<file path="config.mk">
export PLATFORM = sky130hd
export DESIGN_NAME = dpf_dac_end_flat
export DESIGN_NICKNAME = d
export VERILOG_FILES = /design/src/dpf_pkg.sv /design/src/dpf_link_if.sv /design/src/dpf_dac_end.sv /design/src/flat_wrapper.sv
export SDC_FILE = /design/constraint.sdc
export NUM_CORES = 1
export LEC_CHECK = 0
export BUFFER_PORTS_ARGS = -buffer_cell sky130_fd_sc_hd__buf_4
export CORE_MARGIN = 2
export CORE_UTILIZATION = 45
export DETAILED_ROUTE_END_ITERATION = 8
export HOLD_SLACK_MARGIN = 0.03
export SETUP_SLACK_MARGIN = 0.05
export SLEW_MARGIN = 15
export SYNTH_ARGS = -nofsm -noshare
export SYNTH_HDL_FRONTEND = slang
export SYNTH_SLANG_ARGS = --single-unit
</file>
<file path="constraint.sdc">
create_clock -name clk -period 2.15 [get_ports clk]
set_input_delay 0.215 -clock clk [delete_from_list [all_inputs] [get_ports clk]]
set_output_delay 0.215 -clock clk [all_outputs]
set_load 0.02 [all_outputs]
</file>
<file path="src/dpf_pkg.sv">
/*
  Shared constants for the DAC power and fault control link: frame layout,
  register select codes, power and control field positions, reset values,
  timing counts and the controller's own register map.
  Assumes a 100 MHz system clock on both ends.
*/
package dpf_pkg;
  // Serial frame layout, MSB first
  localparam logic [4:0] FRAME_BITS = 5'h18;
  localparam int RW_BIT = 23;
  localparam int SEL_MSB = 21;
  localparam int SEL_LSB = 19;
  localparam int ADR_MSB = 18;
  localparam int ADR_LSB = 16;
  localparam int DATA_MSB = 15;
  localparam int HDR_LSB = 16;

  // Register select codes and control register addresses
  localparam logic [2:0] SEL_DAC = 3'h0;
  localparam logic [2:0] SEL_POWER = 3'h2;
  localparam logic [2:0] SEL_CONTROL = 3'h3;
  localparam logic [2:0] CTL_ADR_CONFIG = 3'h1;
  localparam logic [2:0] CTL_ADR_LOAD = 3'h5;

  // Power and fault status fields
  localparam int PWR_CHAN_LSB = 0;
  localparam int PWR_CHAN_MSB = 3;
  localparam int PWR_REF_BIT = 4;
  localparam int PWR_THERM_BIT = 5;
  localparam int PWR_ZERO_BIT = 6;
  localparam int PWR_OC_LSB = 7;
  localparam int PWR_OC_MSB = 10;

  // Control register fields at the configuration address
  localparam int CFG_SDO_DIS_BIT = 0;
  localparam int CFG_CLR_SEL_BIT = 1;
  localparam int CFG_CLAMP_BIT = 2;
  localparam int CFG_TSD_BIT = 3;

  // Reset values
  localparam logic [3:0] CHAN_POWER_RESET = 4'h0;
  localparam logic REF_POWER_RESET = 1'b0;
  localparam logic CLAMP_EN_RESET = 1'b1;
  localparam logic TSD_EN_RESET = 1'b0;

  // Timing
  localparam int CLK_PERIOD_NS = 10;
  localparam int POWER_UP_TIME_NS = 10000;
  localparam logic [9:0] POWER_UP_CYCLES =
    10'((POWER_UP_TIME_NS + CLK_PERIOD_NS - 1) / CLK_PERIOD_NS);
  localparam logic [3:0] SCLK_HALF_CYCLES = 4'h8;

  // Controller register map and bits
  localparam logic [7:0] HOST_REG_FRAME = 8'h00;
  localparam logic [7:0] HOST_REG_RXWORD = 8'h04;
  localparam logic [7:0] HOST_REG_STATUS = 8'h08;
  localparam logic [7:0] HOST_REG_MASK = 8'h0C;
  localparam logic [7:0] HOST_REG_CONFIG = 8'h10;
  localparam int ST_BUSY = 0;
  localparam int ST_DONE = 1;
  localparam int ST_ALERT = 2;
  localparam int HCFG_EXT_REF_BIT = 0;

  typedef enum logic [2:0] {CTL_IDLE, CTL_HOLD, CTL_SETUP, CTL_LOW, CTL_HIGH, CTL_DONE} dpf_ctl_state_t;

  // Register select field of a frame
  function automatic logic [2:0] frameSel(input logic [23:0] word);
    frameSel = word[SEL_MSB:SEL_LSB];
  endfunction
endpackage

</file>
<file path="src/dpf_link_if.sv">
/*
  Serial link between the controller and the DAC power logic.
  Assumes the testbench instantiates it and joins both ends; the data-out
  pin is resolved here from its output enable, reading low when undriven.
*/
`timescale 1ns/1ps
`default_nettype none
interface dpf_link_if;
  logic sclk;
  logic syncN;
  logic sdin;
  logic sdo;
  logic sdoOe;
  logic sdoLine;

  // Undriven data-out reads as low
  assign sdoLine = sdoOe & sdo;

  modport dac_end (input sclk, input syncN, input sdin, output sdo, output sdoOe);
  modport ctl_end (output sclk, output syncN, output sdin, input sdoLine);
endinterface
`default_nettype wire

</file>
<file path="src/dpf_dac_end.sv">
/*
  DAC end: serial frame receiver, power and fault status register, control
  configuration bits, overcurrent and thermal responses and output gating.
  Assumes the link pins and the analog sense inputs are asynchronous to clk;
  all of them pass two flip-flops before use.
*/
// Function
// RULE1: Select code 010 reaches power register
// RULE2: Fixed bit layout of power register
// RULE3: Power-up bit enables channel, default off
// RULE4: Controller waits power-up time before load
// RULE5: Clamp off: overcurrent powers channel down
// RULE6: Overcurrent alert read-only, set on fault
// RULE7: Clamp on: channel stays up, alert live
// RULE8: Fault shown by alert; controller rewrites bit
// RULE9: Overtemperature powers down all, sets alert
// RULE10: Thermal shutdown off until enabled
// RULE11: Reference bit enables reference, default off
// RULE12: External reference: never set reference bit
// RULE13: Channels start powered down and clamped
// RULE14: Outputs clamped until supplies and data valid
// RULE15: Clamp enable defaults set
// RULE16: 24-bit frames captured on falling clock
// RULE17: Readback is live; alert writes ignored
`timescale 1ns/1ps
`default_nettype none
module dpf_dac_end
  import dpf_pkg::*;
(
  input wire logic clk,
  input wire logic reset,
  dpf_link_if.dac_end link,
  input wire logic [3:0] overcurrentSense,
  input wire logic overTemp,
  input wire logic suppliesStable,
  output logic [3:0] channelPowered,
  output logic [3:0] outputReleased,
  output logic [3:0] currentLimiting,
  output logic referencePowered,
  output logic clearSelect
);
  import dpf_pkg::*;

  typedef struct packed {
    logic sclkS1;
    logic sclkS2;
    logic sclkPrev;
    logic syncS1;
    logic syncS2;
    logic syncPrev;
    logic dinS1;
    logic dinS2;
    logic [3:0] ocS1;
    logic [3:0] ocS2;
    logic hotS1;
    logic hotS2;
    logic supS1;
    logic supS2;
    logic [23:0] shiftIn;
    logic [4:0] bitCount;
    logic [23:0] shiftOut;
    logic [3:0] powerOn;
    logic refOn;
    logic sdoDisable;
    logic clrSel;
    logic clampEn;
    logic tsdEn;
    logic thermAlert;
    logic validWord;
    logic [3:0] released;
    logic [3:0] limiting;
  } dpf_dac_state_t;

  dpf_dac_state_t s;
  dpf_dac_state_t next_s;

  // Readback value of a selected register, built from live state
  function automatic logic [15:0] readValue(input logic [2:0] sel, input dpf_dac_state_t st);
    logic [15:0] v;
    v = 16'h0000;
    if (sel == SEL_POWER) begin
      v[PWR_OC_MSB:PWR_OC_LSB] = st.ocS2; // RULE6 RULE17
      v[PWR_ZERO_BIT] = 1'b0; // RULE2
      v[PWR_THERM_BIT] = st.thermAlert;
      v[PWR_REF_BIT] = st.refOn;
      v[PWR_CHAN_MSB:PWR_CHAN_LSB] = st.powerOn; // RULE2
    end else if (sel == SEL_CONTROL) begin
      v[CFG_TSD_BIT] = st.tsdEn;
      v[CFG_CLAMP_BIT] = st.clampEn;
      v[CFG_CLR_SEL_BIT] = st.clrSel;
      v[CFG_SDO_DIS_BIT] = st.sdoDisable;
    end
    readValue = v;
  endfunction

  // Next-state logic for the whole end
  always_comb begin
    logic fallEdge;
    logic riseEdge;
    logic frameEnd;
    logic frameStart;
    logic [23:0] word;
    logic [2:0] sel;
    logic [2:0] adr;
    logic [15:0] data;
    fallEdge = 1'b0;
    riseEdge = 1'b0;
    frameEnd = 1'b0;
    frameStart = 1'b0;
    word = s.shiftIn;
    sel = frameSel(s.shiftIn);
    adr = s.shiftIn[ADR_MSB:ADR_LSB];
    data = s.shiftIn[DATA_MSB:0];
    next_s = s;

    // Two-stage synchronisers; only the second stage feeds logic
    next_s.sclkS1 = link.sclk;
    next_s.sclkS2 = s.sclkS1;
    next_s.sclkPrev = s.sclkS2;
    next_s.syncS1 = link.syncN;
    next_s.syncS2 = s.syncS1;
    next_s.syncPrev = s.syncS2;
    next_s.dinS1 = link.sdin;
    next_s.dinS2 = s.dinS1;
    next_s.ocS1 = overcurrentSense;
    next_s.ocS2 = s.ocS1;
    next_s.hotS1 = overTemp;
    next_s.hotS2 = s.hotS1;
    next_s.supS1 = suppliesStable;
    next_s.supS2 = s.supS1;

    fallEdge = s.sclkPrev & ~s.sclkS2 & ~s.syncS2;
    riseEdge = ~s.sclkPrev & s.sclkS2 & ~s.syncS2;
    frameStart = s.syncPrev & ~s.syncS2;
    frameEnd = ~s.syncPrev & s.syncS2;

    // Shift in on the falling clock; count saturates so long frames are dropped
    if (frameStart) begin
      next_s.bitCount = 5'h00;
    end else if (fallEdge) begin
      next_s.shiftIn = {s.shiftIn[22:0], s.dinS2}; // RULE16
      if (s.bitCount != 5'h1F) begin
        next_s.bitCount = 5'(s.bitCount + 5'h01);
      end
    end

    // Readback data moves on the rising clock so the controller samples it at the end of the low phase, as the clock rises
    if (riseEdge) begin
      next_s.shiftOut = {s.shiftOut[22:0], 1'b0};
    end

    // Decode a complete frame when sync returns high
    if (frameEnd && s.bitCount == FRAME_BITS) begin // RULE16
      if (word[RW_BIT]) begin
        next_s.shiftOut = {word[23:HDR_LSB], readValue(sel, s)}; // RULE17
      end else if (sel == SEL_POWER) begin // RULE1
        // Alert bits in the written data are not stored
        next_s.powerOn = data[PWR_CHAN_MSB:PWR_CHAN_LSB]; // RULE3 RULE8 RULE17
        next_s.refOn = data[PWR_REF_BIT]; // RULE11
        if (!s.hotS2) begin
          next_s.thermAlert = 1'b0;
        end
      end else if (sel == SEL_CONTROL && adr == CTL_ADR_CONFIG) begin
        next_s.tsdEn = data[CFG_TSD_BIT]; // RULE10
        next_s.clampEn = data[CFG_CLAMP_BIT]; // RULE15
        next_s.clrSel = data[CFG_CLR_SEL_BIT];
        next_s.sdoDisable = data[CFG_SDO_DIS_BIT];
      end else if (sel == SEL_DAC && s.supS2) begin
        next_s.validWord = 1'b1; // RULE14
      end
    end

    // Automatic power-down beats a simultaneous write so a short cannot be re-armed
    for (int i = 0; i < 4; i++) begin
      if (!s.clampEn && s.ocS2[i]) begin
        next_s.powerOn[i] = 1'b0; // RULE5 RULE8
      end
      next_s.limiting[i] = s.clampEn & s.ocS2[i] & s.powerOn[i]; // RULE7
    end

    // Thermal shutdown acts only once enabled; set wins over the clear above
    if (s.tsdEn && s.hotS2) begin // RULE10
      next_s.powerOn = CHAN_POWER_RESET; // RULE9
      next_s.thermAlert = 1'b1; // RULE9
    end

    // Losing the supplies invalidates the data and clamps every output again
    if (!s.supS2) begin
      next_s.validWord = 1'b0; // RULE14
    end

    // Output released only when powered, supplies stable and a word written
    next_s.released = s.powerOn & {4{s.validWord & s.supS2}}; // RULE13 RULE14
  end

  // State register with synchronous reset
  always_ff @(posedge clk) begin
    if (reset) begin
      s <= '0;
      s.sclkS1 <= 1'b1;
      s.sclkS2 <= 1'b1;
      s.sclkPrev <= 1'b1;
      s.syncS1 <= 1'b1;
      s.syncS2 <= 1'b1;
      s.syncPrev <= 1'b1;
      s.powerOn <= CHAN_POWER_RESET; // RULE3 RULE13
      s.refOn <= REF_POWER_RESET; // RULE11
      s.clampEn <= CLAMP_EN_RESET; // RULE15
      s.tsdEn <= TSD_EN_RESET; // RULE10
    end else begin
      s <= next_s;
    end
  end

  // Pin and user outputs straight from flip-flops, except the data-out enable, which is the AND of two of them
  assign link.sdo = s.shiftOut[23];
  assign link.sdoOe = ~s.syncS2 & ~s.sdoDisable;
  assign channelPowered = s.powerOn;
  assign outputReleased = s.released;
  assign currentLimiting = s.limiting;
  assign referencePowered = s.refOn;
  assign clearSelect = s.clrSel;
endmodule
`default_nettype wire

</file>
<file path="src/flat_wrapper.sv">
// flat-port wrapper written by rule: the top's interface ports become plain ports
module dpf_dac_end_flat import dpf_pkg::*;
  (clk, reset, overcurrentSense, overTemp, suppliesStable, channelPowered, outputReleased, currentLimiting, referencePowered, clearSelect, link_sclk, link_syncN, link_sdin, link_sdo, link_sdoOe);
  dpf_link_if link_i ();
  input wire logic clk;
  input wire logic reset;
  input wire logic [3:0] overcurrentSense;
  input wire logic overTemp;
  input wire logic suppliesStable;
  output logic [3:0] channelPowered;
  output logic [3:0] outputReleased;
  output logic [3:0] currentLimiting;
  output logic referencePowered;
  output logic clearSelect;
  input wire logic [$bits(link_i.sclk)-1:0] link_sclk;
  input wire logic [$bits(link_i.syncN)-1:0] link_syncN;
  input wire logic [$bits(link_i.sdin)-1:0] link_sdin;
  output wire logic [$bits(link_i.sdo)-1:0] link_sdo;
  output wire logic [$bits(link_i.sdoOe)-1:0] link_sdoOe;
  assign link_i.sclk = link_sclk;
  assign link_i.syncN = link_syncN;
  assign link_i.sdin = link_sdin;
  assign link_sdo = link_i.sdo;
  assign link_sdoOe = link_i.sdoOe;
  dpf_dac_end u_core (.clk(clk), .reset(reset), .link(link_i), .overcurrentSense(overcurrentSense), .overTemp(overTemp), .suppliesStable(suppliesStable), .channelPowered(channelPowered), .outputReleased(outputReleased), .currentLimiting(currentLimiting), .referencePowered(referencePowered), .clearSelect(clearSelect));
endmodule
</file>
==> results of run 1 <==
[power groups by stage]
stage	Clock, mW	Sequential [mW]	Combinational (mW)
2_1_floorplan	0	1.77	0.0594
3_3_place_gp	0	1.77	0.0797
3_5_place_dp	0	1.77	0.0806
4_1_cts	1.18	1.73	0.0838
5_1_grt	1.25	1.74	0.0922
6_report	1.14	1.73	0.0825
[cells in the final DEF, fill, tap and decap left out, types with 3 or more instances in the layout]
cell type	n
sky130_fd_sc_hd__ha_1	3
sky130_fd_sc_hd__buf_12	3
sky130_fd_sc_hd__nor2_1	7
sky130_fd_sc_hd__a21oi_2	20
sky130_fd_sc_hd__nand2_1	64
sky130_fd_sc_hd__nor3_1	12
sky130_fd_sc_hd__dfxtp_1	92
sky130_fd_sc_hd__buf_4	28
sky130_fd_sc_hd__a211oi_1	9
sky130_fd_sc_hd__a21oi_1	7
sky130_fd_sc_hd__a311oi_2	13
sky130_fd_sc_hd__or2_2	5
sky130_fd_sc_hd__and3_1	7
sky130_fd_sc_hd__clkbuf_8	9
sky130_fd_sc_hd__nand2b_1	4
sky130_fd_sc_hd__nand3_1	8
sky130_fd_sc_hd__inv_1	7
sky130_fd_sc_hd__mux2_2	4
sky130_fd_sc_hd__nand2_2	26
sky130_fd_sc_hd__nor2b_1	16
sky130_fd_sc_hd__a311oi_1	4
sky130_fd_sc_hd__and2_1	4
sky130_fd_sc_hd__mux2i_1	18
[sequential cells by signal, summed over array words and instances, names as in the netlist]
signal / flops
u_core.s: 66
u_core.next_s: 11
u_core.channelPowered: 4
u_core.currentLimiting: 4
u_core.outputReleased: 4
u_core.clearSelect: 1
u_core.link.sdo: 1
u_core.referencePowered: 1
[worst max-delay path by stage]
stage | from | endpoint | slack (ps) | cells after the start
after floorplan | u_core.s[43]$_SDFFE_PP0P_ | u_core.s[46]$_SDFFE_PP0P_ | 490 | 6
after CTS | u_core.next_s[86]$_SDFF_PP1_ | u_core.s[21]$_SDFF_PP0_ | 250 | 3
after global routing | u_core.next_s[86]$_SDFF_PP1_ | u_core.s[21]$_SDFF_PP0_ | 90 | 3
final | u_core.next_s[86]$_SDFF_PP1_ | u_core.s[21]$_SDFF_PP0_ | 250 | 3
after detailed placement | u_core.next_s[86]$_SDFF_PP1_ | u_core.s[22]$_SDFF_PP0_ | 290 | 3
after global placement | u_core.s[43]$_SDFFE_PP0P_ | u_core.s[46]$_SDFFE_PP0P_ | 380 | 6
[metal layers]
metal	vias to the layer above	track usage	share of wire
met3	9	0.0404	0.046
met5	-	0	0
li1	1376	-	-
met1	1278	0.227	0.50
met4	0	0.0601	0.015
met2	53	0.251	0.44
[metrics by stage]
step,hold slack (ps),total power [mW]
global placement,393,1.85
CTS,37.3,3.00
finish,50.9,2.96
detailed placement,399,1.85
global route,36.2,3.07
floorplan,319,1.83
[final cells by class]
type	instances	area (um2)
clock buffers	9	124
clock inverters	7	68.8
fillers	822	4340
inverters	7	26.3
multi-input cells	261	1850
flip-flops and latches	92	1840
well taps	108	135
repair buffers	33	290
[timing repair]
action,in CTS,in global routing
resized for setup,0,0
endpoints found under the hold margin,2,0
hold buffers,2,0
[cell families after synthesis]
group / synth area share
AO/OA/AOI/OAI: 0.147
XOR/XNOR: 0.00218
adder cells (fa/ha/maj): 0.00935
buffers and inverters: 0.0801
flip-flops: 0.459
multiplexers: 0.0561
AND/OR/NAND/NOR: 0.246
[worst max-delay path: cells and delay by family (launching register included)]
family	cells	cell delay, ps
compound gates	1	320
simple gates	2	780
flops	1	710
==> insert_results.sql, run 1 <==
INSERT INTO impl_metrics (metric_group, metric, value, unit) VALUES
('timing', 'clock_skews', '13.8', 'ps'),
('global_routing', 'vias_in_the_first_global_route', '2651', ''),
('finish', 'finish.net_count', '418', ''),
('route', 'detail_route.wl_per_cell', '14.5', 'um'),
('synth', 'yosysWarnings', '0', ''),
('worst_hold_path', 'worst_hold_path.endpoint', 'u_core.next_s[78]$_SDFF_PP0_', ''),
('placement', 'place_area', '0.00413', 'mm2'),
('power_and_ir_drop', 'pwr-share-clk', '0.386', ''),
('placement', 'pre_cts_ws', '291', 'ps'),
('floorplanning', 'rows', '34', ''),
('worst_setup_path', 'worstSetupEndpointType', 'register', ''),
('clock_network', 'clock_sinks', '92', ''),
('timing', 'period_needed', '1900', 'ps'),
('floorplanning', 'top_level_ports', '27', ''),
('clock_network', 'h-tree-depth', '3', ''),
('worst_setup_path', 'worst_ep_required_time', '2420', 'ps'),
('timing', 'setup_ws', '246', 'ps'),
('timing', 'finalHoldViolations', '0', ''),
('power_and_ir_drop', 'power_per_cell_area', '682', 'mW/mm2'),
('synth', 'synth_enable_flop_cells', '0', ''),
('worst_setup_path', 'cp_cell_sequence', 'and4b_1, nand2_2, a311oi_1', ''),
('power_and_ir_drop', 'p_int', '2.21', 'mW'),
('clock_network', 'tritoncts', 'yes', ''),
('route', 'drt_pass1_iterations', '4', ''),
('timing', 'tightestPinTransition', '590', 'ps'),
('floorplanning', 'dieHeight', '98.5', 'um'),
('worst_hold_path', 'worst_hold_path_type', 'in -> reg', ''),
('power_and_ir_drop', 'vdd_drop_max', '373', 'uV'),
('timing', 'timing_max_transition_violations_final', '0', ''),
('synth', 'synth_sequential_area_ratio', '0.459', ''),
('worst_setup_path', 'cp_data_arrival_time', '2180', 'ps'),
('power_and_ir_drop', 'power_leakage', '1.47', 'nW'),
('route', 'drtIter0Drc', '148', ''),
('clock_network', 'post-cts-setup-buffers', '0', ''),
('synth', 'synth_largest_type_area_fraction', '0.459', ''),
('worst_setup_path', 'critical-path-max-stage-delay', '710', 'ps'),
('global_routing', 'pin_count_of_the_biggest_net_entering_global_routing', '45', ''),
('floorplanning', 'design.core.area', '0.00868', 'mm2'),
('worst_setup_path', 'critical_path_peak_fanout', '17', ''),
('synth', 'postSynthCellCount', '398', ''),
('worst_setup_path', 'rr_endpoint', 'u_core.s[21]$_SDFF_PP0_', ''),
('synth', 'library_cell_with_the_highest_instance_count_after_synthesis', 'sky130_fd_sc_hd__dfxtp_1', ''),
('route', 'finalWirelength', '7480', 'um'),
('synth', 'synthArstFlopShare', '0', ''),
('finish', 'num_antenna_cells', '0', ''),
('power_and_ir_drop', 'p_sw', '0.752', 'mW'),
('worst_setup_path', 'reg2reg_setup_slack', '250', 'ps'),
('global_routing', 'wire_length_of_the_first_global_routing_pass', '13000', 'um'),
('timing', 'finalSetupViolCount', '0', ''),
('placement', 'place_hpwl', '4880', 'um'),
('worst_setup_path', 'worstSetupPathType', 'reg -> reg', ''),
('worst_hold_path', 'hold_start', 'overcurrentSense[2]', ''),
('route', 'detailroute.via_count', '2716', ''),
('worst_setup_path', 'start_kind', 'register', ''),
('global_routing', 'grt.total_usage', '0.164', ''),
('placement', 'placement.io_buffers', '26', ''),
('clock_network', 'insertion_delay', '370', 'ps'),
('outcome', 'run_status', 'completed', ''),
('synth', 'yosys.area.top_type', 'sky130_fd_sc_hd__dfxtp_1', ''),
('finish', 'syn_to_final_growth', '8.04', '%'),
('synth', 'post_synth_design_cell_area', '0.00402', 'mm2'),
('clock_network', 'clock_path_buffers', '2', ''),
('placement', 'final_wtd_congestion', '0.790', ''),
('worst_setup_path', 'crit_path_top_delay_cell', 'sky130_fd_sc_hd__dfxtp_1', ''),
('route', 'postRouteAntennaNets', '0', ''),
('global_routing', 'grt_overflow_total', '0', ''),
('worst_hold_path', 'worstHoldPathCells', '2', ''),
('clock_network', 'clkTransAtPathRegs', '110', 'ps'),
('timing', 'grt_setup_unrepaired', 'no', ''),
('worst_setup_path', 'worst_r2r_startpoint', 'u_core.next_s[86]$_SDFF_PP1_', ''),
('clock_network', 'tritoncts.num_buffers', '9', '');
No activity file was read; power rests on OpenSTA's default activity.
==> run 2: changes to the inputs <==
==> constraint.sdc (replaced) <==
create_clock -name clk -period 2.15 [get_ports clk]
set_input_delay 0 -clock clk [delete_from_list [all_inputs] [get_ports clk]]
set_output_delay 0 -clock clk [all_outputs]
set_load 0.02 [all_outputs]
==> insert_results.sql, run 2 (synthesized netlist as in run 1, its figures left out) <==
INSERT INTO impl_metrics (metric_group, metric, value, unit) VALUES
('clock_network', 'clock_path_buffers', '2', ''),
('timing', 'timing_max_transition_violations_final', '0', ''),
('finish', 'num_antenna_cells', '0', ''),
('power_and_ir_drop', 'power_per_cell_area', '697', 'mW/mm2'),
('placement', 'final_wtd_congestion', '0.745', ''),
('route', 'drtIter0Drc', '129', ''),
('worst_setup_path', 'critical_path_peak_fanout', '17', ''),
('floorplanning', 'design.core.area', '0.00868', 'mm2'),
('power_and_ir_drop', 'total_power', '3.08', 'mW'),
('route', 'drt-vias-per-instance', '5.18', ''),
('timing', 'max_slew_margin', '0.588', ''),
('timing', 'grt_setup_unrepaired', 'no', ''),
('route', 'drt_drc_violations_left', '0', ''),
('global_routing', 'grt.total_usage', '0.167', ''),
('finish', 'final_common_cell', 'sky130_fd_sc_hd__dfxtp_1', ''),
('floorplanning', 'die_width', '98.5', 'um'),
('timing', 'tightestPinTransition', '619', 'ps'),
('power_and_ir_drop', 'power_leakage', '1.51', 'nW'),
('worst_setup_path', 'worstSetupPathType', 'reg -> reg', ''),
('clock_network', 'clock_sinks', '92', ''),
('timing', 'fin_worst_hold_slack', '149', 'ps'),
('route', 'detailroute.via_count', '2714', ''),
('finish', 'register_with_the_highest_flop_count', 'u_core.s', ''),
('global_routing', 'pin_count_of_the_biggest_net_entering_global_routing', '47', ''),
('outcome', 'run_status', 'completed', ''),
('power_and_ir_drop', 'vdd_drop_max', '384', 'uV'),
('floorplanning', 'top_level_ports', '27', ''),
('placement', 'place_area', '0.00410', 'mm2'),
('clock_network', 'tritoncts.num_buffers', '9', ''),
('finish', 'drive_above_1_share', '0.303', ''),
('worst_setup_path', 'worst_ep_required_time', '2420', 'ps'),
('timing', 'finalHoldViolations', '0', ''),
('placement', 'place_hpwl', '4880', 'um'),
('clock_network', 'h-tree-depth', '3', ''),
('route', 'drt_pass1_iterations', '5', ''),
('timing', 'setup_ws', '256', 'ps'),
('flow_run', 'cap_viol_max_count', '0', ''),
('timing', 'setup_tns', '0', 'ps'),
('finish', 'finish.net_count', '425', ''),
('global_routing', 'grt_overflow_total', '0', ''),
('timing', 'finalSetupViolCount', '0', ''),
('finish', 'max_ffs_per_register', '66', ''),
('worst_setup_path', 'start_kind', 'register', ''),
('route', 'finalWirelength', '7600', 'um'),
('global_routing', 'vias_in_the_first_global_route', '2619', ''),
('finish', 'fin_cells', '524', ''),
('global_routing', 'wire_length_of_the_first_global_routing_pass', '13100', 'um'),
('floorplanning', 'dieHeight', '98.5', 'um'),
('clock_network', 'clkTransAtPathRegs', '90', 'ps'),
('placement', 'pre_cts_ws', '313', 'ps'),
('placement', 'placement.io_buffers', '26', ''),
('floorplanning', 'die_ar', '0.00970', 'mm2'),
('timing', 'period_utilization_post_route', '0.881', ''),
('clock_network', 'tritoncts', 'yes', ''),
('floorplanning', 'floorplan.initialDensity', '0.463', ''),
('timing', 'clock_skews', '7.09', 'ps'),
('floorplanning', 'rows', '34', ''),
('timing', 'achievable-frequency', '528', 'MHz'),
('placement', 'placed_instances', '499', ''),
('finish', 'syn_to_final_growth', '9.81', '%'),
('finish', 'final_core_utilization', '0.508', ''),
('worst_setup_path', 'cp_data_arrival_time', '2170', 'ps'),
('finish', 'final_cell_area', '0.00441', 'mm2'),
('route', 'postRouteAntennaNets', '0', ''),
('finish', 'commonest_cells_after_routing_fill_and_taps_aside', '92 x sky130_fd_sc_hd__dfxtp_1, 64 x sky130_fd_sc_hd__nand2_1, 30 x sky130_fd_sc_hd__buf_4', ''),
('clock_network', 'clockRootBuffer', 'sky130_fd_sc_hd__clkbuf_8', ''),
('timing', 'period_needed', '1890', 'ps'),
('clock_network', 'insertion_delay', '360', 'ps'),
('clock_network', 'post-cts-setup-buffers', '0', ''),
('route', 'detail_route.wl_per_cell', '14.5', 'um'),
('global_routing', 'antenna_found_initial', '0', ''),
('worst_setup_path', 'worstSetupEndpointType', 'register', ''),
('worst_hold_path', 'worst_hold_path_type', 'in -> reg', '');
[run 2: changes by cell type in the layout (fill, tap and decap cells not counted), sizes merged]
cell and delta:
bufinv +1, clkbuf +2, clkinvlp -1, dlygate4sd3 +7
inv -2
[run 2: area by class of cell]
class,instances,area (um2)
repair buffers,40,335
flip-flops and latches,92,1840
clock buffers,11,151
multi-input cells,261,1850
clock inverters,5,67.6
fillers,819,4270
well taps,108,135
inverters,7,26.3
[run 2: worst max-delay path, cell delays in order (launching register included)]
cell and delay (ps):
sky130_fd_sc_hd__dfxtp_1 710, sky130_fd_sc_hd__and4b_1 410, sky130_fd_sc_hd__nand2_2 360, sky130_fd_sc_hd__a311oi_1 320
[run 2: path summary, 6_finish.rpt]
path	cells past startpoint	startpoint	endpoint	slack [ps]
min	2	reset	u_core.s[68]$_SDFFE_PP0P_	150
max reg2reg	3	u_core.next_s[86]$_SDFF_PP1_	u_core.s[21]$_SDFF_PP0_	260
max	3	u_core.next_s[86]$_SDFF_PP1_	u_core.s[21]$_SDFF_PP0_	260
min reg2reg	1	u_core.next_s[90]$_SDFF_PP1_	u_core.next_s[89]$_SDFF_PP1_	420
[run 2: report_power, final]
group	total, mW	switching [mW]	internal, mW
logic	0.0901	0.0491	0.0410
registers	1.73	0.0140	1.72
clock network	1.25	0.635	0.618
total	3.08	0.698	2.38
[run 2: repair_timing]
item | 4_1_cts | 5_1_grt
gates resized for setup | 0 | 0
endpoints found under the setup margin | 0 | 0
hold endpoints to repair | 9 | 0
hold buffers | 9 | 0
[run 2: layer usage]
metal  share of wire  track usage  vias to the layer above  wire length, um
met5               0            0                        -                0
met4           0.014       0.0643                        0              109
met1            0.51        0.229                     1282             3850
li1                -            -                     1387                -
met2            0.44        0.255                       39             3370
met3           0.035       0.0447                        6              267
==> run 3: changes to the inputs <==
--- a/config.mk
+++ b/config.mk
@@ -10,6 +10,7 @@
 export CORE_UTILIZATION = 45
 export DETAILED_ROUTE_END_ITERATION = 8
 export HOLD_SLACK_MARGIN = 0.03
+export PLACE_DENSITY = 0.61
 export SETUP_SLACK_MARGIN = 0.05
 export SLEW_MARGIN = 15
 export SYNTH_ARGS = -nofsm -noshare
==> insert_results.sql, run 3 (synthesized netlist as in run 1, its figures left out) <==
INSERT INTO impl_metrics (metric_group, metric, value, unit) VALUES
('outcome', 'run_status', 'completed', ''),
('route', 'finalWirelength', '7420', 'um'),
('finish', 'commonest_cells_after_routing_fill_and_taps_aside', '92 x sky130_fd_sc_hd__dfxtp_1, 64 x sky130_fd_sc_hd__nand2_1, 32 x sky130_fd_sc_hd__buf_4', ''),
('flow_run', 'cap_viol_max_count', '0', ''),
('route', 'drt_pass1_iterations', '4', ''),
('route', 'drtIter0Drc', '101', ''),
('worst_setup_path', 'cp_data_arrival_time', '2130', 'ps'),
('clock_network', 'h-tree-depth', '3', ''),
('finish', 'finish.net_count', '431', ''),
('finish', 'final_common_cell', 'sky130_fd_sc_hd__dfxtp_1', ''),
('route', 'detail_route.wl_per_cell', '14.0', 'um'),
('clock_network', 'tritoncts', 'yes', ''),
('route', 'postRouteAntennaNets', '0', ''),
('placement', 'place_hpwl', '4860', 'um'),
('finish', 'num_antenna_cells', '0', ''),
('global_routing', 'pin_count_of_the_biggest_net_entering_global_routing', '38', ''),
('global_routing', 'grt.total_usage', '0.162', ''),
('worst_setup_path', 'start_kind', 'register', ''),
('clock_network', 'cts_hold_buffers_added', '13', ''),
('worst_setup_path', 'worstSetupStartpoint', 'u_core.next_s[86]$_SDFF_PP1_', ''),
('worst_setup_path', 'worst_ep_required_time', '2410', 'ps'),
('floorplanning', 'floorplan.initialDensity', '0.463', ''),
('power_and_ir_drop', 'pwr-share-clk', '0.432', ''),
('worst_hold_path', 'worst_hold_path_type', 'in -> reg', ''),
('placement', 'placed_instances', '501', ''),
('power_and_ir_drop', 'power_leakage', '1.55', 'nW'),
('worst_setup_path', 'worstSetupEndpointType', 'register', ''),
('floorplanning', 'design.core.area', '0.00868', 'mm2'),
('floorplanning', 'die_width', '98.5', 'um'),
('global_routing', 'grt_overflow_total', '0', ''),
('timing', 'tightestPinTransition', '590', 'ps'),
('timing', 'finalSetupViolCount', '0', ''),
('placement', 'placement.io_buffers', '26', ''),
('timing', 'period_needed', '1870', 'ps'),
('timing', 'period_utilization_post_route', '0.868', ''),
('floorplanning', 'dieHeight', '98.5', 'um'),
('placement', 'final_wtd_congestion', '0.766', ''),
('clock_network', 'insertion_delay', '360', 'ps'),
('clock_network', 'clock_path_buffers', '2', ''),
('worst_setup_path', 'worst_r2r_startpoint', 'u_core.next_s[86]$_SDFF_PP1_', ''),
('power_and_ir_drop', 'vdd_drop_max', '363', 'uV'),
('timing', 'grt_setup_unrepaired', 'no', ''),
('power_and_ir_drop', 'share_comb_of_total_power', '0.030', ''),
('finish', 'syn_to_final_growth', '11.9', '%'),
('timing', 'finalHoldViolations', '0', ''),
('power_and_ir_drop', 'p_sw', '0.655', 'mW'),
('floorplanning', 'top_level_ports', '27', ''),
('finish', 'drive_above_1_share', '0.303', ''),
('power_and_ir_drop', 'power_per_cell_area', '717', 'mW/mm2'),
('route', 'drt_drc_violations_left', '0', ''),
('clock_network', 'clkTransAtPathRegs', '80', 'ps'),
('clock_network', 'cts.repair.resized', '0', ''),
('floorplanning', 'rows', '34', ''),
('worst_setup_path', 'worstSetupPathType', 'reg -> reg', ''),
('floorplanning', 'die_ar', '0.00970', 'mm2'),
('timing', 'max_slew_margin', '0.606', ''),
('route', 'detailroute.via_count', '2741', ''),
('finish', 'fin_cells', '530', ''),
('global_routing', 'wire_length_of_the_first_global_routing_pass', '12800', 'um'),
('clock_network', 'post-cts-setup-buffers', '0', ''),
('clock_network', 'clockRootBuffer', 'sky130_fd_sc_hd__clkbuf_8', ''),
('finish', 'register_with_the_highest_flop_count', 'u_core.s', ''),
('worst_setup_path', 'critical_path_peak_fanout', '17', ''),
('timing', 'clock_skews', '9.15', 'ps'),
('finish', 'max_ffs_per_register', '66', ''),
('finish', 'layout.filler_cells', '815', ''),
('global_routing', 'vias_in_the_first_global_route', '2635', ''),
('clock_network', 'clock_sinks', '92', ''),
('power_and_ir_drop', 'p_int', '2.57', 'mW'),
('route', 'drt-vias-per-instance', '5.17', ''),
('global_routing', 'antenna_found_initial', '0', ''),
('timing', 'achievable-frequency', '536', 'MHz'),
('timing', 'timing_max_transition_violations_final', '0', ''),
('power_and_ir_drop', 'switching_share', '0.203', ''),
('power_and_ir_drop', 'share_seq_of_total_power', '0.537', ''),
('worst_hold_path', 'hold_start', 'link_sclk', ''),
('timing', 'setup_tns', '0', 'ps'),
('clock_network', 'tritoncts.num_buffers', '9', ''),
('finish', 'final_core_utilization', '0.518', '');
run 3: cell types whose count changed in the layout (fill, tap and decap cells not counted), sizes merged:
cell,delta
buf,+2
bufinv,+2
dlygate4sd3,+4
clkinvlp,+1
clkbuf,-1
inv,-2
run 3: final cells by class:
class,count,area (um2),share of cell area
inverter,7,26.3,0.00584
timing repair buffer,46,390,0.0868
multi-input combinational,261,1850,0.412
sequential,92,1840,0.410
clock inverter,6,111,0.0248
tap,108,135,0.0301
clock buffer,10,138,0.0306
run 3: metal layers:
layer	GRT usage	wire length (um)	vias up
met3	0.0468	249	6
met1	0.217	3690	1309
li1	-	-	1391
met4	0.0464	76	0
met5	0	0	-
met2	0.256	3410	35
run 3: critical path: stages, from the launching register on:
cell and delay [ps]:
sky130_fd_sc_hd__dfxtp_1 700, sky130_fd_sc_hd__and4b_1 420, sky130_fd_sc_hd__nand2_2 340, sky130_fd_sc_hd__a311oi_2 310
run 3: through the flow:
stage / cell area (um2) / hold slack, ps / power (mW) / worst slack, ps
after global placement: 4120 / 184 / 1.85 / 399
final: 4500 / 370 / 3.22 / 284
after detailed placement: 4120 / 187 / 1.85 / 299
after floorplan: 4020 / 104 / 1.83 / 492
after global routing: 4500 / 360 / 3.35 / 136
after CTS: 4500 / 355 / 3.27 / 286
run 3: final timing paths:
path / end / slack [ps] / depth (start not counted)
hold reg to reg: u_core.next_s[89]$_SDFF_PP1_ / 410 / 1
setup / recovery: u_core.s[36]$_SDFF_PP0_ / 280 / 3
setup reg to reg: u_core.s[36]$_SDFF_PP0_ / 280 / 3
hold / removal: u_core.next_s[90]$_SDFF_PP1_ / 370 / 3
run 3: power by group through the flow:
stage	registers (mW)	logic, mW	clock network, mW
after floorplan	1.77	0.0594	0
after global placement	1.77	0.0779	0
after detailed placement	1.77	0.0794	0
after CTS	1.73	0.0976	1.43
after global routing	1.74	0.107	1.50
final	1.73	0.0975	1.39
